## config.mk

```make
export PLATFORM = sky130hd
export DESIGN_NAME = bdrst_ctrl
export DESIGN_NICKNAME = d
export VERILOG_FILES = /design/src/core/bdrst_ctrl.v /design/src/core/bdrst_timer.v
export VERILOG_INCLUDE_DIRS = /design/src /design/src/core
export SDC_FILE = /design/constraint.sdc
export NUM_CORES = 1
export LEC_CHECK = 0
export BUFFER_PORTS_ARGS = -buffer_cell sky130_fd_sc_hd__buf_2
export CAP_MARGIN = 20
export CORE_ASPECT_RATIO = 0.75
export CORE_MARGIN = 10
export CORE_UTILIZATION = 45
export DETAILED_ROUTE_END_ITERATION = 10
export PLACE_DENSITY = 0.73
export SLEW_MARGIN = 20
export SYNTH_ARGS = -nofsm -noshare
export SYNTH_HDL_FRONTEND = slang
export SYNTH_SLANG_ARGS = --single-unit
```

## constraint.sdc

```tcl
create_clock -name REF_CLK -period 2.53 [get_ports REF_CLK]
set_input_delay 0.1265 -clock REF_CLK [delete_from_list [all_inputs] [get_ports REF_CLK]]
set_output_delay 0.1265 -clock REF_CLK [all_outputs]
set_load 0.005 [all_outputs]
```

## src/core/bdrst_map.vh

```
`ifndef BDRST_MAP_VH
`define BDRST_MAP_VH

// ==========================================================================
// Register offsets (byte addresses on the AHB-Lite port)
`define BDRST_OFS_CONTROL 8'h00
`define BDRST_OFS_STATUS 8'h04
`define BDRST_OFS_PORTCFG 8'h08

// ==========================================================================
// Control register fields
`define BDRST_CTL_ENABLE 0
`define BDRST_CTL_END_INIT 1
`define BDRST_CTL_SWRST 2

// ==========================================================================
// Status register fields
`define BDRST_STS_HW_LONG 0
`define BDRST_STS_HW_SHORT 1
`define BDRST_STS_SW 2
`define BDRST_STS_WDT 3
`define BDRST_STS_INIT_DONE 4
`define BDRST_STS_BIDIR 5
`define BDRST_STS_PIN 6

// ==========================================================================
// Port configuration register fields
`define BDRST_CFG_BOOT_BIT 4
`define BDRST_CFG_BOOT_FLAG 8
`define BDRST_PORT_WIDTH 8
`define BDRST_PORT_RESET 8'hff

// ==========================================================================
// Reset values and timing
`define BDRST_FLAGS_RESET 4'h1
`define BDRST_CLK_PERIOD_PS 4000
`define BDRST_FILTER_NS 100
`define BDRST_FILTER_CYCLES ((`BDRST_FILTER_NS * 1000 + `BDRST_CLK_PERIOD_PS - 1) / `BDRST_CLK_PERIOD_PS)
`define BDRST_SEQ_CYCLES 1024

`endif

```

## src/core/bdrst_ctrl.v

```verilog
// Register access over AHB-Lite and the placing of the registers were left to the implementer.
`timescale 1ns/1ps
`default_nettype none
`include "bdrst_map.vh"

module bdrst_ctrl #(
  parameter SEQ_CYCLES = `BDRST_SEQ_CYCLES,
  parameter FILTER_CYCLES = `BDRST_FILTER_CYCLES
) (
  input wire REF_CLK,
  input wire RST_N,
  input wire HSEL,
  input wire [7:0] HADDR,
  input wire [1:0] HTRANS,
  input wire HWRITE,
  input wire [2:0] HSIZE,
  input wire [31:0] HWDATA,
  input wire HREADY,
  output reg [31:0] HRDATA,
  output wire HREADYOUT,
  output wire HRESP,
  input wire RESET_INPUT_PIN_I,
  output wire RESET_INPUT_PIN_O,
  output reg RESET_INPUT_PIN_OE_N,
  output reg RESET_INDICATION_OUTPUT_N,
  output reg CORE_RESET_N,
  input wire WDT_RESET_REQ,
  input wire [`BDRST_PORT_WIDTH-1:0] LOWER_DATA_PORT_I,
  output reg [`BDRST_PORT_WIDTH-1:0] LOWER_DATA_PORT_CFG,
  output reg BOOT_LOADER_ENTER
);

  // ==========================================================================
  // Sequencer states
  localparam [2:0] ST_SEQ = 3'b001;
  localparam [2:0] ST_INIT = 3'b010;
  localparam [2:0] ST_RUN = 3'b100;

  localparam [1:0] SRC_HW = 2'h0;
  localparam [1:0] SRC_SW = 2'h1;
  localparam [1:0] SRC_WDT = 2'h2;

  // ==========================================================================
  // Reset release and pin synchronisers
  reg rst_meta_n;
  reg rst_sync_n;

  always @(posedge REF_CLK or negedge RST_N) begin
    if (!RST_N) begin
      rst_meta_n <= 1'b0;
      rst_sync_n <= 1'b0;
    end else begin
      rst_meta_n <= 1'b1;
      rst_sync_n <= rst_meta_n;
    end
  end

  reg pin_meta;
  reg pin_sync;
  reg [`BDRST_PORT_WIDTH-1:0] port_meta;
  reg [`BDRST_PORT_WIDTH-1:0] port_sync;

  always @(posedge REF_CLK or negedge rst_sync_n) begin
    if (!rst_sync_n) begin
      pin_meta <= 1'b1;
      pin_sync <= 1'b1;
      port_meta <= `BDRST_PORT_RESET;
      port_sync <= `BDRST_PORT_RESET;
    end else begin
      pin_meta <= RESET_INPUT_PIN_I;
      pin_sync <= pin_meta;
      port_meta <= LOWER_DATA_PORT_I;
      port_sync <= port_meta;
    end
  end

  // ==========================================================================
  // Control state
  reg [2:0] state;
  reg [1:0] source;
  reg bidir_active;
  reg bidir_reset_enable;
  reg init_done;
  reg [3:0] flags;
  reg [`BDRST_PORT_WIDTH-1:0] port_cfg;

  wire st_seq = state[0];
  wire st_init = state[1];
  wire st_run = state[2];

  // ==========================================================================
  // Reset pin filter and internal sequence timer
  wire hw_detect;
  wire seq_done;

  // The filter restarts while the sequence runs, so our own pull-down seen
  // through the synchroniser after release cannot raise a second reset.
  wire filter_clear = pin_sync | st_seq;

  // Without bidirectional mode a held pin stretches a pin-triggered sequence; with it the
  // pin reads our own drive and must not hold the timer.
  wire pin_holds = st_seq & ~bidir_active & (source == SRC_HW) & ~pin_sync;
  wire seq_clear = ~st_seq | pin_holds;

  bdrst_timer #(
    .WIDTH(8),
    .LIMIT(FILTER_CYCLES)
  ) u_filter (
    .clk(REF_CLK),
    .rst_n(rst_sync_n),
    .clear(filter_clear),
    .done(hw_detect)
  );

  bdrst_timer #(
    .WIDTH(16),
    .LIMIT(SEQ_CYCLES)
  ) u_seq (
    .clk(REF_CLK),
    .rst_n(rst_sync_n),
    .clear(seq_clear),
    .done(seq_done)
  );

  // ==========================================================================
  // AHB-Lite slave, zero wait states, always OKAY
  reg dp_write;
  reg [7:0] dp_addr;

  wire ap_valid = HSEL & HREADY & HTRANS[1];

  always @(posedge REF_CLK or negedge rst_sync_n) begin
    if (!rst_sync_n) begin
      dp_write <= 1'b0;
      dp_addr <= 8'h00;
    end else begin
      dp_write <= ap_valid & HWRITE;
      dp_addr <= HADDR;
    end
  end

  assign HREADYOUT = 1'b1;
  assign HRESP = 1'b0;

  wire ctl_write = dp_write & (dp_addr == `BDRST_OFS_CONTROL);
  wire wr_enable = ctl_write & ~init_done & ~st_seq;
  wire wr_end_init = ctl_write & HWDATA[`BDRST_CTL_END_INIT] & st_init;
  wire wr_swrst = ctl_write & HWDATA[`BDRST_CTL_SWRST] & (st_init | st_run);

  wire [31:0] status_word = {25'h0000000, pin_sync, bidir_active, init_done, flags};
  wire [31:0] portcfg_word = {23'h000000, BOOT_LOADER_ENTER, port_cfg};

  always @(posedge REF_CLK or negedge rst_sync_n) begin
    if (!rst_sync_n) begin
      HRDATA <= 32'h00000000;
    end else if (ap_valid & ~HWRITE) begin
      case (HADDR)
        `BDRST_OFS_CONTROL: HRDATA <= {31'h00000000, bidir_reset_enable};
        `BDRST_OFS_STATUS: HRDATA <= status_word;
        `BDRST_OFS_PORTCFG: HRDATA <= portcfg_word;
        default: HRDATA <= 32'h00000000;
      endcase
    end
  end

  // ==========================================================================
  // Reset sequencer
  wire trig_hw = ~st_seq & hw_detect;
  wire trig_sw = wr_swrst;
  wire trig_wdt = ~st_seq & WDT_RESET_REQ;
  wire trigger = trig_hw | trig_sw | trig_wdt;

  reg [2:0] next_state;

  always @* begin
    next_state = state;
    case (state)
      ST_SEQ: begin
        if (seq_done) begin
          next_state = ST_INIT;
        end
      end
      ST_INIT: begin
        if (trigger) begin
          next_state = ST_SEQ;
        end else if (wr_end_init) begin
          next_state = ST_RUN;
        end
      end
      ST_RUN: begin
        if (trigger) begin
          next_state = ST_SEQ;
        end
      end
      default: next_state = ST_SEQ;
    endcase
  end

  always @(posedge REF_CLK or negedge rst_sync_n) begin
    if (!rst_sync_n) begin
      state <= ST_SEQ;
      source <= SRC_HW;
      bidir_active <= 1'b0;
      bidir_reset_enable <= 1'b0;
      init_done <= 1'b0;
    end else begin
      state <= next_state;
      if (trigger) begin
        // The mode in force when the reset hits governs that whole reset.
        bidir_active <= bidir_reset_enable;
        bidir_reset_enable <= 1'b0;
        init_done <= 1'b0;
        if (trig_hw) begin
          source <= SRC_HW;
        end else if (trig_wdt) begin
          source <= SRC_WDT;
        end else begin
          source <= SRC_SW;
        end
      end else begin
        if (wr_enable) begin
          bidir_reset_enable <= HWDATA[`BDRST_CTL_ENABLE];
        end
        if (st_init & wr_end_init) begin
          init_done <= 1'b1;
        end
      end
    end
  end

  // ==========================================================================
  // Reset source flags and port configuration latch
  wire seq_end = st_seq & seq_done;
  wire latch_port = bidir_active | (source == SRC_HW);

  always @(posedge REF_CLK or negedge rst_sync_n) begin
    if (!rst_sync_n) begin
      flags <= `BDRST_FLAGS_RESET;
      port_cfg <= `BDRST_PORT_RESET;
      LOWER_DATA_PORT_CFG <= `BDRST_PORT_RESET;
      BOOT_LOADER_ENTER <= 1'b0;
    end else if (seq_end) begin
      flags <= 4'h0;
      if (bidir_active) begin
        flags[`BDRST_STS_HW_LONG] <= 1'b1;
      end else begin
        case (source)
          SRC_HW: begin
            // A pin still low when the sequence ends makes a long reset.
            flags[`BDRST_STS_HW_LONG] <= ~pin_sync;
            flags[`BDRST_STS_HW_SHORT] <= pin_sync;
          end
          SRC_SW: flags[`BDRST_STS_SW] <= 1'b1;
          SRC_WDT: flags[`BDRST_STS_WDT] <= 1'b1;
          default: flags[`BDRST_STS_HW_LONG] <= 1'b1;
        endcase
      end
      if (latch_port) begin
        port_cfg <= port_sync;
        LOWER_DATA_PORT_CFG <= port_sync;
        BOOT_LOADER_ENTER <= ~port_sync[`BDRST_CFG_BOOT_BIT];
      end
    end
  end

  // ==========================================================================
  // Pin and reset outputs
  // The pin is only ever pulled low, never driven high, so it can share the
  // line with open-drain reset devices on the board.
  assign RESET_INPUT_PIN_O = 1'b0;

  always @(posedge REF_CLK or negedge rst_sync_n) begin
    if (!rst_sync_n) begin
      RESET_INPUT_PIN_OE_N <= 1'b1;
      RESET_INDICATION_OUTPUT_N <= 1'b0;
      CORE_RESET_N <= 1'b0;
    end else begin
      RESET_INPUT_PIN_OE_N <= ~(next_state[0] & (trigger ? bidir_reset_enable : bidir_active));
      RESET_INDICATION_OUTPUT_N <= next_state[2];
      CORE_RESET_N <= ~next_state[0];
    end
  end

endmodule // bdrst_ctrl

`default_nettype wire

```

## src/core/bdrst_timer.v

```verilog
`timescale 1ns/1ps
`default_nettype none

module bdrst_timer #(
  parameter WIDTH = 11,
  parameter LIMIT = 1024
) (
  input wire clk,
  input wire rst_n,
  input wire clear,
  output reg done
);

  localparam integer LAST_INT = LIMIT - 2;
  localparam [WIDTH-1:0] LAST = LAST_INT[WIDTH-1:0];

  reg [WIDTH-1:0] count;

  // Done rises LIMIT-1 edges after clear drops and then holds, so a state left on done lasts LIMIT cycles.
  always @(posedge clk or negedge rst_n) begin
    if (!rst_n) begin
      count <= {WIDTH{1'b0}};
      done <= 1'b0;
    end else if (clear) begin
      count <= {WIDTH{1'b0}};
      done <= 1'b0;
    end else if (!done) begin
      count <= count + {{(WIDTH-1){1'b0}}, 1'b1};
      done <= (count == LAST);
    end
  end

endmodule // bdrst_timer

`default_nettype wire

```

# Word level (Yosys, flattened, before mapping)
# Index checks and enable logic that the tools add are counted.
[totals]
mem_count = 0
in_bits = 60
output_inout_bits = 47
reg_bits = 111
mem_bits_rw = 0
latchBits = 0
mem_bits_ro = 0
[op_classes]
multipliers = 0
add_sub_neg = 2
div = 0
n_shift = 0
order_cmp = 0
n_reduce_logical = 8
n_eq_ne = 14
bitwise = 33
muxes = 27
[op_table]
columns = ["op", "count"]
rows = [
  ["16-bit two-way mux", 2],
  ["9-bit case mux with 3 select lines", 1],
  ["1-bit bitwise AND", 19],
  ["16-bit by 1-bit adder with 16-bit output (second input constant)", 1],
  ["16-bit by 10-bit == test with 1-bit output (second input constant)", 1],
  ["8-bit zero test", 2],
  ["8-bit two-way mux", 2],
  ["3-bit two-way mux", 5],
  ["1-bit two-way mux", 13],
  ["3-bit case mux with 3 select lines", 1],
  ["8-bit by 1-bit adder with 8-bit output (second input constant)", 1],
  ["8-bit by 3-bit == test with 1-bit output (second input constant)", 1],
  ["8-bit by 4-bit == test with 1-bit output (second input constant)", 1],
  ["8-bit by 5-bit == test with 1-bit output (second input constant)", 1],
  ["1-bit inverter", 8],
  ["2-bit inequality test (second input constant)", 3],
  ["1-bit bitwise OR", 6],
  ["2-bit two-way mux", 2],
  ["2-bit nonzero test", 2],
  ["3-bit by 1-bit == test with 1-bit output (second input constant)", 1],
  ["3-bit by 2-bit == test with 1-bit output (second input constant)", 1],
  ["3-bit == test (second input constant)", 1],
  ["3-bit inequality test (second input constant)", 1],
  ["3-bit AND reduction", 1],
  ["other kinds (7)", 7],
]

# Logic depth before layout (Yosys ltp)
# Gate-level depths: netlist of run 1.
[logic_depth]
ltp_word = 10
ltp_mapped = 6

# By module
# A second synthesis of run 1 with hierarchy kept.
[unflattened]
hier_cells = 340
hier_area_um2 = 3863.7
[by_module_without_submodules]
columns = ["mod", "seq_area_each_um2", "instances", "area_each_um2", "cells_per_inst"]
rows = [
  ["bdrst_ctrl", 1562.7, 1, 2511.2, 202],
  ["bdrst_timer (u_seq)", 425.4, 1, 895.9, 94],
  ["bdrst_timer (u_filter)", 225.2, 1, 456.7, 44],
]

# Least setup slack after synthesis of run 1
# Ideal clock, no wire load.
[synth_timing]
path_kind = "register -> register"
startpoint = "reg source[0]"
endpoint = "reg u_seq.count[13]"
path_buffers = 0
path_slack_ns = 0.821
setup_ns = 0.078
arrival_time_ns = 1.631
path_stages_with_launch = 7
synth_period_minus_slack_ns = 1.709
cell_sequence = "dfrtp_1 inv_1 ha_1 nor3b_2 o2111ai_4 or4_1 a21oi_1"
[synth_via]
elab_chain_cells = 5
elab_cells_between_ends = 6
cone_classes = "1 x eq/ne; 1 x mux; 3 x bitwise; 1 x reduce/logical"
[synth_rtl]
columns = ["element", "line_no", "text"]
rows = [
  ["start: declaration", "bdrst_ctrl.v:80", "reg [1:0] source;"],
  ["start signal: assignment", "bdrst_ctrl.v:202", "source <= SRC_HW;"],
  ["start signal: assignment", "bdrst_ctrl.v:214", "source <= SRC_HW;"],
  ["start signal: assignment", "bdrst_ctrl.v:216", "source <= SRC_WDT;"],
  ["2-bit zero test (*)", "bdrst_ctrl.v:102", "wire pin_holds = st_seq & ~bidir_active & (source == SRC_HW) & ~pin_sync;"],
  ["1-bit bitwise AND (*) (2 in series)", "bdrst_ctrl.v:102", ""],
  ["1-bit bitwise OR (*)", "bdrst_ctrl.v:103", "wire seq_clear = ~st_seq | pin_holds;"],
  ["2-bit inequality test (no source line) / 16-bit two-way mux (equally long branches)", "-", ""],
  ["end signal: assignment", "bdrst_timer.v:22", "count <= {WIDTH{1'b0}};"],
  ["end signal: assignment", "bdrst_timer.v:25", "count <= {WIDTH{1'b0}};"],
  ["end signal: assignment", "bdrst_timer.v:28", "count <= count + {{(WIDTH-1){1'b0}}, 1'b1};"],
  ["end: declaration", "bdrst_timer.v:17", "reg [WIDTH-1:0] count;"],
]
# Mark *: on every way between the ends. The rest lies on a longest branch, timed or not.
# A chain may end at the register's enable or synchronous reset.

# Final worst setup path of run 1
[layout_timing]
startpoint = "reg source[0]"
endpoint = "reg u_seq.count[15]"
# Same word-level chain as after synthesis.

==> metrics list, run 1 <==
* Outcome: finished clean
- The tool flagged a number of max-cap violations equal to 0.
* HPWL after detailed placement: 5.44 mm
* Post-synthesis compound-gate area fraction: 9.00%
* Highest net fanout along the worst path: 16
* Post-synthesis register bit count: 87
- Final instance area: 4490 µm²
* Leading cell type in the layout, fill and taps excluded: sky130_fd_sc_hd__dfrtp_1
- 107 I/O pins were placed.
- Transition time at the pin with the least slew margin: 0.600 ns
- After Yosys synthesis, XOR and XNOR cells account for 3.92% of the synthesized area.
* Post-route ant nets: 0
- Of the synthesized area, sequential elements account for 58.3%.
- Largest family of logic cells by synthesized area: simple AND/OR/NAND/NOR gates
- Synth Area in Simple Gates: 15.5%
* Share of synthesized area spent on multiplexers: 3.43%
- The mapped netlist covers 3800 µm².
* Final routed DRC violation total: 0
- The finished layout holds 507 standard cells, fillers aside.
* Static leakage: 0.00207 µW
- The first global-routing pass estimated 13.0 mm of wire.
- Core area: 8060 µm²
- Post-layout worst setup margin: 0.510 ns
* WL/cell: 15.3 µm
- Number of rows in the core area: 28
- Routability-driven placement finished with a final weighted congestion of 0.770.
- The multi-input combinational cells in the finished layout cover a total of 1380 µm².
- Number of distinct library cell variants in the gate-level netlist after synthesis: 54
- Die X-Extent: 126 µm
* Reg area: 2220 µm²
- Total via count after detailed routing: 2506
* Power per standard cell area: 688 nW/µm²
* Clock transition at the registers of the reported paths: 0.06 ns
- Entering global routing, the biggest net connects 38 pins.
* Placed inst area: 4010 µm²
- Of all flip-flops after synthesis, the portion carrying an async set or reset was 100%.
* Final critical-path required period: 2.02 ns
- The most used flip-flop cell after synthesis is sky130_fd_sc_hd__dfrtp_1.
* Clock tree from TritonCTS: yes
- The number of max-slew violations in the final report came to 0.
- Number of global-route vias before repair: 2628
* Detailed-route wire length: 7.77 mm
* Die Span Y: 99.5 µm
- Total congestion overflow after global routing: 0
* Setup TNS: 0 ns
* Adder and majority cell fraction of the synthesized area: 1.98%
- CTS buffer count: 9
- Worst Path Arrival: 2.26 ns
* NumNets Final: 463
- Slew HR: 59.9%
* Maximum clock frequency: 495 MHz
- Share of layout cells above drive strength 1: 27.6%
- Classification of the worst-slack hold path: input port to register
- Setup repair after global routing left no endpoint under its margin.
* Top library cells by usage in the layout, fill and taps aside: sky130_fd_sc_hd__dfrtp_1, sky130_fd_sc_hd__buf_2, sky130_fd_sc_hd__nor2_1
* Post-Synthesis Mean Instance Area: 11.5 µm²
- The floorplan step defined a die boundary enclosing 12500 µm².
- Number of buffers on the longest clock path: 2
- Worst slack, placed: 0.523 ns
* Count of placed standard cells including taps: 473
- The tree is rooted in a sky130_fd_sc_hd__clkbuf_16.
* Layout fillers: 674
- Number of setup buffers added after CTS: 0
* Cells after synthesis: 330
- The repair_antennas step left the layout with diodes totalling 0.
- In this run the number of H-tree levels came out at 3.
* Number of flops mapped to enable cells by yosys: 0
- Vias per cell: 4.94
- Crit share post-route: 79.8%
- Yosys printed 0 warnings.
- Data required time of the worst path: 2.77 ns
- Global routing used 12.6% of the available tracks.
- Synth-to-Final Area Change: 18.3%
- Final hold slack: 0.0249 ns
- STA classifies the critical path endpoint as a register.
- Number of hold buffers added after CTS: 18
- Number of antenna violations at the first check in global routing: 0
- Initial DRT Pass Iterations: 4
- Number of sinks on the clock net: 87
* Clock latency of the later-clocked register in the worst-skew pair: 0.35 ns
- In this run, the number of DRC markers left after iteration 0 of detailed routing was 201.
- During placement, the flow inserted port buffers numbering 47.
- Initial Util: 47.1%
* Count of instances resized after the clock tree is built: 0
- Final number of setup-violating endpoints: 0
- IR Drop Worst-Case VDD: 0.552 mV
- Critical setup path kind: register to register
* Number of hold-slack violations in the final timing report: 0
- Category of the worst setup path launch point: register
* Final Skew: 0.00741 ns
==> synthesized netlist by cell type, types with 2 or more instances <==
library cell,number,area share [%]
sky130_fd_sc_hd__nand2b_1,4,0.66
sky130_fd_sc_hd__a21boi_0,2,0.40
sky130_fd_sc_hd__and3_1,3,0.49
sky130_fd_sc_hd__nand4b_1,2,0.46
sky130_fd_sc_hd__and4_1,3,0.69
sky130_fd_sc_hd__buf_6,3,0.89
sky130_fd_sc_hd__nor3_1,6,0.79
sky130_fd_sc_hd__or4_1,3,0.59
sky130_fd_sc_hd__mux2_2,8,2.4
sky130_fd_sc_hd__buf_4,26,5.1
sky130_fd_sc_hd__xor2_1,12,2.8
sky130_fd_sc_hd__xnor2_1,5,1.2
sky130_fd_sc_hd__o31ai_1,3,0.59
sky130_fd_sc_hd__dfstp_2,29,20
sky130_fd_sc_hd__nand2_1,29,2.9
sky130_fd_sc_hd__or3_1,2,0.33
sky130_fd_sc_hd__nand3_1,9,1.2
sky130_fd_sc_hd__nand4_1,5,0.82
sky130_fd_sc_hd__inv_1,7,0.69
sky130_fd_sc_hd__clkbuf_1,4,0.40
sky130_fd_sc_hd__nor2_1,30,3.0
sky130_fd_sc_hd__dfrtp_1,58,38
sky130_fd_sc_hd__o22ai_1,3,0.49
sky130_fd_sc_hd__a21oi_1,8,1.1
sky130_fd_sc_hd__and3b_1,2,0.46
sky130_fd_sc_hd__o21ai_0,16,2.1
sky130_fd_sc_hd__a22oi_1,6,1.2
sky130_fd_sc_hd__conb_1,2,0.20
sky130_fd_sc_hd__ha_1,6,2.0
sky130_fd_sc_hd__mux2i_1,4,1.1
sky130_fd_sc_hd__a31oi_1,3,0.49
sky130_fd_sc_hd__nor2b_1,5,0.82
==> report_power, final <==
part | switching [µW] | internal, µW | total, µW
Sequential | 71.2 | 1470 | 1540
Combinational | 128 | 102 | 229
Clock | 574 | 746 | 1320
==> critical path, cell delays in order (launching register included) <==
cell                      delay [ns]
sky130_fd_sc_hd__dfrtp_1        0.39
sky130_fd_sc_hd__inv_1          0.10
sky130_fd_sc_hd__ha_1           0.27
sky130_fd_sc_hd__or3b_2         0.49
sky130_fd_sc_hd__nand2_1        0.43
sky130_fd_sc_hd__o21ba_2        0.23
==> final timing paths <==
path                                       start                           to  slack, ns  cells after the start
max                        source[0]$_DFFE_PN0P_  u_seq.count[15]$_DFFE_PN0P_       0.51                      5
min                                       HWRITE           dp_write$_DFF_PN0_       0.02                      3
max reg2reg                source[0]$_DFFE_PN0P_  u_seq.count[15]$_DFFE_PN0P_       0.51                      5
min reg2reg                 rst_sync_n$_DFF_PN0_        HRDATA[6]$_DFFE_PN0P_       0.28                      0
max in group asynchronous   rst_sync_n$_DFF_PN0_           state[0]$_DFF_PN1_       1.49                      1
min in group asynchronous                  RST_N         rst_sync_n$_DFF_PN0_       0.09                      2
==> logic make-up (layout without fill, tap and decap cells) <==
family,count (synthesis),after routing
buffers and inverters,43,90
muxes,12,12
and+or+nand+nor,113,113
adders and majority gates,6,6
DFF,87,87
xor gates and xnor gates,17,17
other,2,27
AOI/OAI and AO/OA,50,50
==> metal layers <==
metal / part of all wire [%] / track usage, % / wire [µm] / vias to the layer above
met5: 0 / 0 / 0 / -
met4: 1.4 / 4.98 / 106 / 0
met3: 8.5 / 6.21 / 659 / 12
met2: 44 / 18.1 / 3450 / 77
met1: 46 / 15.9 / 3550 / 1197
li1: - / - / - / 1220
==> area by class of cell <==
class / count / area share, %
multi-input cells: 225 / 30.8
clock buffers: 11 / 5.66
well taps: 105 / 2.93
inverters: 7 / 0.585
repair buffers: 67 / 9.59
clock inverters: 5 / 1.03
flip-flops and latches: 87 / 49.4
==> state kept, by name, indices dropped and copies added (netlist names), 2 cells and up <==
name and cells:
flags 4, port_sync 8, port_meta 8, state 3, dp_addr 8, source 2
port_cfg 8, u_seq.count 16, u_filter.count 8, HRDATA 9
==> through the flow <==
step / total power (µW) / util, %
after floorplan: 1720 / -
after global placement: 1750 / 49.8
after detailed placement: 1770 / 49.8
after CTS: 3120 / 55.7
after global routing: 3230 / 55.7
final: 3090 / 55.7
No activity file was read; power rests on OpenSTA's default activity.
==> run 2, diff against run 1 <==
ABC_AREA = 1   (was not set)
clock period = 1.7 ns   (was 2.53 ns; I/O delays follow)
==> run 2 against run 1 <==
Net effect:
- register-to-register slack worse by 0.34 ns
- count of clock-buffer cells in the layout is 2 lower
- cell count rose by 24%
- flip-flop and latch count did not move
- area after synthesis rose by 5.8%
- worst hold slack better by 0.022 ns
- synthesized cell count grew 33%
- die area rose by 4.7%
- clock skew shrank 0.0021 ns
- clock power up 47%
- sequential share of layout area is 3.4 points lower
- sequential power increased by 40%
- critical endpoint is now u_seq.count[7]$_DFFE_PN0P_
- largest cell class unchanged
==> metrics list, run 2 <==
- Outcome: finished clean (unchanged)
- The overall routing resource usage came to 13.7% (was 12.6%).
* Critical setup path kind: register to register (unchanged)
- The number of routed nets with antenna violations came to 0 (unchanged).
- The sequential cell area fraction in the yosys report was 55.1% (was 58.3%).
- Crit share post-route: 90.1% (was 79.8%)
* CTS buffer count: 9 (unchanged)
* Number of flops mapped to enable cells by yosys: 0 (unchanged)
- Highest routing layer actually used: met4 (unchanged)
- The number of cells on the worst reg-to-reg path is 9 (was 5).
- NumNets Final: 583 (was 463)
* RR Startpoint: source[0]$_DFFE_PN0P_ (unchanged)
- The buffer type at the clock tree root was sky130_fd_sc_hd__clkbuf_16 (unchanged).
- The detailed route wirelength on metal2 was 3.89 mm (was 3.45 mm).
- The final weighted congestion of routability-driven global placement is 0.902 (was 0.770).
- The register with the highest flop count is u_seq.count (unchanged).
* Number of global-route vias before repair: 2983 (was 2628)
* Placed inst area: 4300 µm² (was 4010 µm²)
- The synthesized instance count was 438 (was 330).
* Total via count after detailed routing: 3054 (was 2506)
- The chip height came to 102 µm (was 99.5 µm).
- The final design instance area without fill is 4820 µm² (was 4490 µm²).
- Layout fillers: 738 (was 674)
- Crit Reg-Reg Endpoint: u_seq.count[7]$_DFFE_PN0P_ (was u_seq.count[15]$_DFFE_PN0P_)
- The post-synthesis instance area came to 4020 µm² (was 3800 µm²).
- The final routed wire length divided by cell count was 13.5 µm (was 15.3 µm).
* Number of hold-slack violations in the final timing report: 0 (unchanged)
- Die X-Extent: 129 µm (was 126 µm)
* Initial DRT Pass Iterations: 4 (unchanged)
* Static leakage: 0.00241 µW (was 0.00207 µW)
- Post-layout worst setup margin: 0.168 ns (was 0.510 ns)
* Clock transition at the registers of the reported paths: 0.07 ns (was 0.06 ns)
- The largest net degree at the start of global routing is 43 (was 38).
- Post-Synthesis Mean Instance Area: 9.17 µm² (was 11.5 µm²)
- Clock latency of the later-clocked register in the worst-skew pair: 0.34 ns (was 0.35 ns)
* Number of antenna violations at the first check in global routing: 0 (unchanged)
- Vias per cell: 4.85 (was 4.94)
- Highest net fanout along the worst path: 13 (was 16)
- The share of post-route cells with drive strength above 1 came to 24.3% (was 27.6%).
* Detailed-route wire length: 8.49 mm (was 7.77 mm)
- The maximum clock frequency was 653 MHz (was 495 MHz).
- Setup TNS: 0 ns (unchanged)
- Initial Util: 46.9% (was 47.1%)
- Ordered list of cells on the worst path: inv_1, ha_4, nand3b_4, nand2_2, inv_2, nand2_1, o21ai_0, o21ai_0, inv_1 (was inv_1, ha_1, or3b_2, nand2_1, o21ba_2)
- The number of antenna cells inserted is 0 (unchanged).
- Library cell contributing the largest single delay on the critical path: sky130_fd_sc_hd__dfrtp_1 (was sky130_fd_sc_hd__or3b_2)
- Commonest cells post-synth: sky130_fd_sc_hd__nand2_1, sky130_fd_sc_hd__dfrtp_1, sky130_fd_sc_hd__inv_1 (was sky130_fd_sc_hd__dfrtp_1, sky130_fd_sc_hd__nor2_1, sky130_fd_sc_hd__dfstp_2, sky130_fd_sc_hd__nand2_1, sky130_fd_sc_hd__buf_4)
- Synth-to-Final Area Change: 20.1% (was 18.3%)
* Number of distinct library cell variants in the gate-level netlist after synthesis: 38 (was 54)
* Quantity of I/O buffers inserted on ports: 47 (unchanged)
* Register-to-register setup slack: 0.17 ns (was 0.51 ns)
- The worst-case setup slack after placement is 0.135 ns (was 0.523 ns).
- Top library cells by usage in the layout, fill and taps aside: sky130_fd_sc_hd__nand2_1, sky130_fd_sc_hd__dfrtp_1, sky130_fd_sc_hd__inv_1 (was sky130_fd_sc_hd__dfrtp_1, sky130_fd_sc_hd__buf_2, sky130_fd_sc_hd__nor2_1).
* Data required time of the worst path: 1.93 ns (was 2.77 ns)
- Number of flip-flops in the largest register: 16 (unchanged)
* Number of rows in the core area: 29 (was 28)
- The number of max-slew violations in the final report was 0 (unchanged).
* Classification of the worst-slack hold path: input port to asynchronous set/reset pin (was input port to register)
* Stage delay of the slowest cell on the critical path: 0.38 ns (was 0.49 ns)
- The most frequent cell after synthesis is sky130_fd_sc_hd__nand2_1 (was sky130_fd_sc_hd__dfrtp_1).
* Final number of setup-violating endpoints: 0 (unchanged)
* Final Skew: 0.00528 ns (was 0.00741 ns)
- Final critical-path required period: 1.53 ns (was 2.02 ns)
- The wire length on met3 came to 541 µm (was 659 µm).
- Count of max-cap constraint violations: 0 (unchanged)
* Final routed DRC violation total: 0 (unchanged)
* Worst Path Arrival: 1.76 ns (was 2.26 ns)
- Initial DRC Count: 212 (was 201)
* Leading cell type in the layout, fill and taps excluded: sky130_fd_sc_hd__nand2_1 (was sky130_fd_sc_hd__dfrtp_1)
- H-tree levels: 3 (unchanged)
* Total congestion overflow after global routing: 0 (unchanged)
- Slew HR: 66.5% (was 59.9%)
* Number of buffers on the longest clock path: 2 (unchanged)
* Setup crit end kind: register (unchanged)
* Main synth FF type: sky130_fd_sc_hd__dfrtp_1 (unchanged)
- The power density relative to cell area was 877 nW/µm² (was 688 nW/µm²).
- The fraction of post-synthesis cell area in the top cell type by area was 36.1% (was 38.2%).
- Warning count from the yosys run: 0 (unchanged)
- The cell family with the largest share of critical-path delay was flip-flops (was simple AND/OR/NAND/NOR gates).
- Number of I/O pins: 107 (unchanged)
* Post-synthesis register bit count: 87 (unchanged)
- Synth area leaders: sky130_fd_sc_hd__dfrtp_1, sky130_fd_sc_hd__dfstp_2, sky130_fd_sc_hd__nand2_1 (was sky130_fd_sc_hd__dfrtp_1, sky130_fd_sc_hd__dfstp_2, sky130_fd_sc_hd__buf_4)
- Biggest regs: u_seq.count (16), HRDATA (9) (unchanged)
- The post-CTS setup buffer count was 0 (unchanged).
* Core area: 8560 µm² (was 8060 µm²)
- IR Drop Worst-Case VDD: 0.611 mV (was 0.552 mV)
- Number of sinks on the clock net: 87 (unchanged)
- The buffer and inverter count on the worst path is 3 (was 1).
- Routed metal-1 wire length: 3.97 mm (was 3.55 mm)
* Category of the worst setup path launch point: register (unchanged)
* Wire length of the first global-routing pass: 14.4 mm (was 13.0 mm)
* Largest area contributor in the synthesized netlist: sky130_fd_sc_hd__dfrtp_1 (unchanged)
* Clock tree from TritonCTS: yes (unchanged)
* Transition time at the pin with the least slew margin: 0.501 ns (was 0.600 ns)
- The total stage count of the critical path was 9 (was 5).
* HPWL after detailed placement: 6.27 mm (was 5.44 mm)
* Proportion of register bits with asynchronous set or reset after synthesis: 100% (unchanged)
- Die area: 13100 µm² (was 12500 µm²)
-- run 2: changes by cell type after synthesis, moves of 6 or more --
cell / before / now
sky130_fd_sc_hd__a21oi_1: 8 / 14
sky130_fd_sc_hd__a22oi_1: 6 / 0
sky130_fd_sc_hd__inv_1: 7 / 51
sky130_fd_sc_hd__inv_2: 0 / 6
sky130_fd_sc_hd__mux2_2: 8 / 0
sky130_fd_sc_hd__nand2_1: 29 / 88
sky130_fd_sc_hd__nand3_1: 9 / 29
sky130_fd_sc_hd__nand4_1: 5 / 14
sky130_fd_sc_hd__nor2_1: 30 / 41
sky130_fd_sc_hd__o21ai_0: 16 / 22
sky130_fd_sc_hd__xor2_1: 12 / 1
-- run 2: kinds of logic (layout without fill, tap and decap cells) --
family / after synthesis / count (layout) / synth area share, %
buf+inv: 87 / 146 / 10.9
simple gates: 199 / 199 / 23.2
compound gates: 56 / 56 / 8.51
xor+xnor: 1 / 1 / 0.218
fa+ha+maj: 6 / 6 / 1.87
other cells: 2 / 27 / 0.187
flops: 87 / 87 / 55.1
-- run 2: power by group --
group          switching (µW)  total [µW]  internal, µW
combinational            80.7         147          66.4
clock                     896        1940          1040
sequential               22.8        2150          2120
-- run 2: metrics by stage --
| stage | power [µW] | utilization (%) | hold WS [ns] | instances |
|---|---|---|---|---|
| floorplan | 2270 | - | -0.211 | 463 |
| global placement | 2290 | 50.3 | -0.130 | 593 |
| detailed placement | 2290 | 50.3 | -0.129 | 593 |
| CTS | 4280 | 56.2 | 0.0368 | 630 |
| global route | 4400 | 56.3 | 0.0495 | 630 |
| finish | 4230 | 56.3 | 0.0469 | 630 |
-- run 2: worst reg2reg max path: stages, from the launching register on --
cell and delay (ns):
sky130_fd_sc_hd__dfrtp_1 0.38, sky130_fd_sc_hd__inv_1 0.15, sky130_fd_sc_hd__ha_4 0.19, sky130_fd_sc_hd__nand3b_4 0.10, sky130_fd_sc_hd__nand2_2 0.12, sky130_fd_sc_hd__inv_2 0.14, sky130_fd_sc_hd__nand2_1 0.12, sky130_fd_sc_hd__o21ai_0 0.08
sky130_fd_sc_hd__o21ai_0 0.08, sky130_fd_sc_hd__inv_1 0.06
-- run 2: cell type report --
cell class / instances / area (µm²) / area share, %
Clock buffer: 9 / 225 / 4.67
Clock inverter: 7 / 71.3 / 1.48
Inverter: 58 / 218 / 4.51
Multi-Input combinational cell: 289 / 1470 / 30.5
Sequential cell: 87 / 2220 / 46.0
Tap cell: 108 / 135 / 2.80
Timing Repair Buffer: 72 / 488 / 10.1
-- run 2: how the worst max path moves through the flow --
stage	startpoint	endpoint	slack (ns)
global route	source[1]$_DFFE_PN0P_	u_seq.count[7]$_DFFE_PN0P_	-0.009
CTS	source[1]$_DFFE_PN0P_	u_seq.count[7]$_DFFE_PN0P_	0.12
detailed placement	source[0]$_DFFE_PN0P_	u_seq.count[7]$_DFFE_PN0P_	0.13
floorplan	rst_sync_n$_DFF_PN0_	BOOT_LOADER_ENTER$_DFFE_PN0P_	0.26
global placement	source[0]$_DFFE_PN0P_	u_seq.count[7]$_DFFE_PN0P_	0.17
finish	source[0]$_DFFE_PN0P_	u_seq.count[7]$_DFFE_PN0P_	0.17
-- run 2: routing by layer --
metal  GRT usage, %  up-vias
li1               -     1523
met1           17.5     1434
met2           22.0       92
met3           3.50        5
met4           5.67        0
met5              0        -
-- run 2: repair_timing --
action	4_1_cts	5_1_grt
endpoints found under the setup margin	0	1
hold buffers	21	0
resized for setup	0	2
endpoints found under the hold margin	21	0
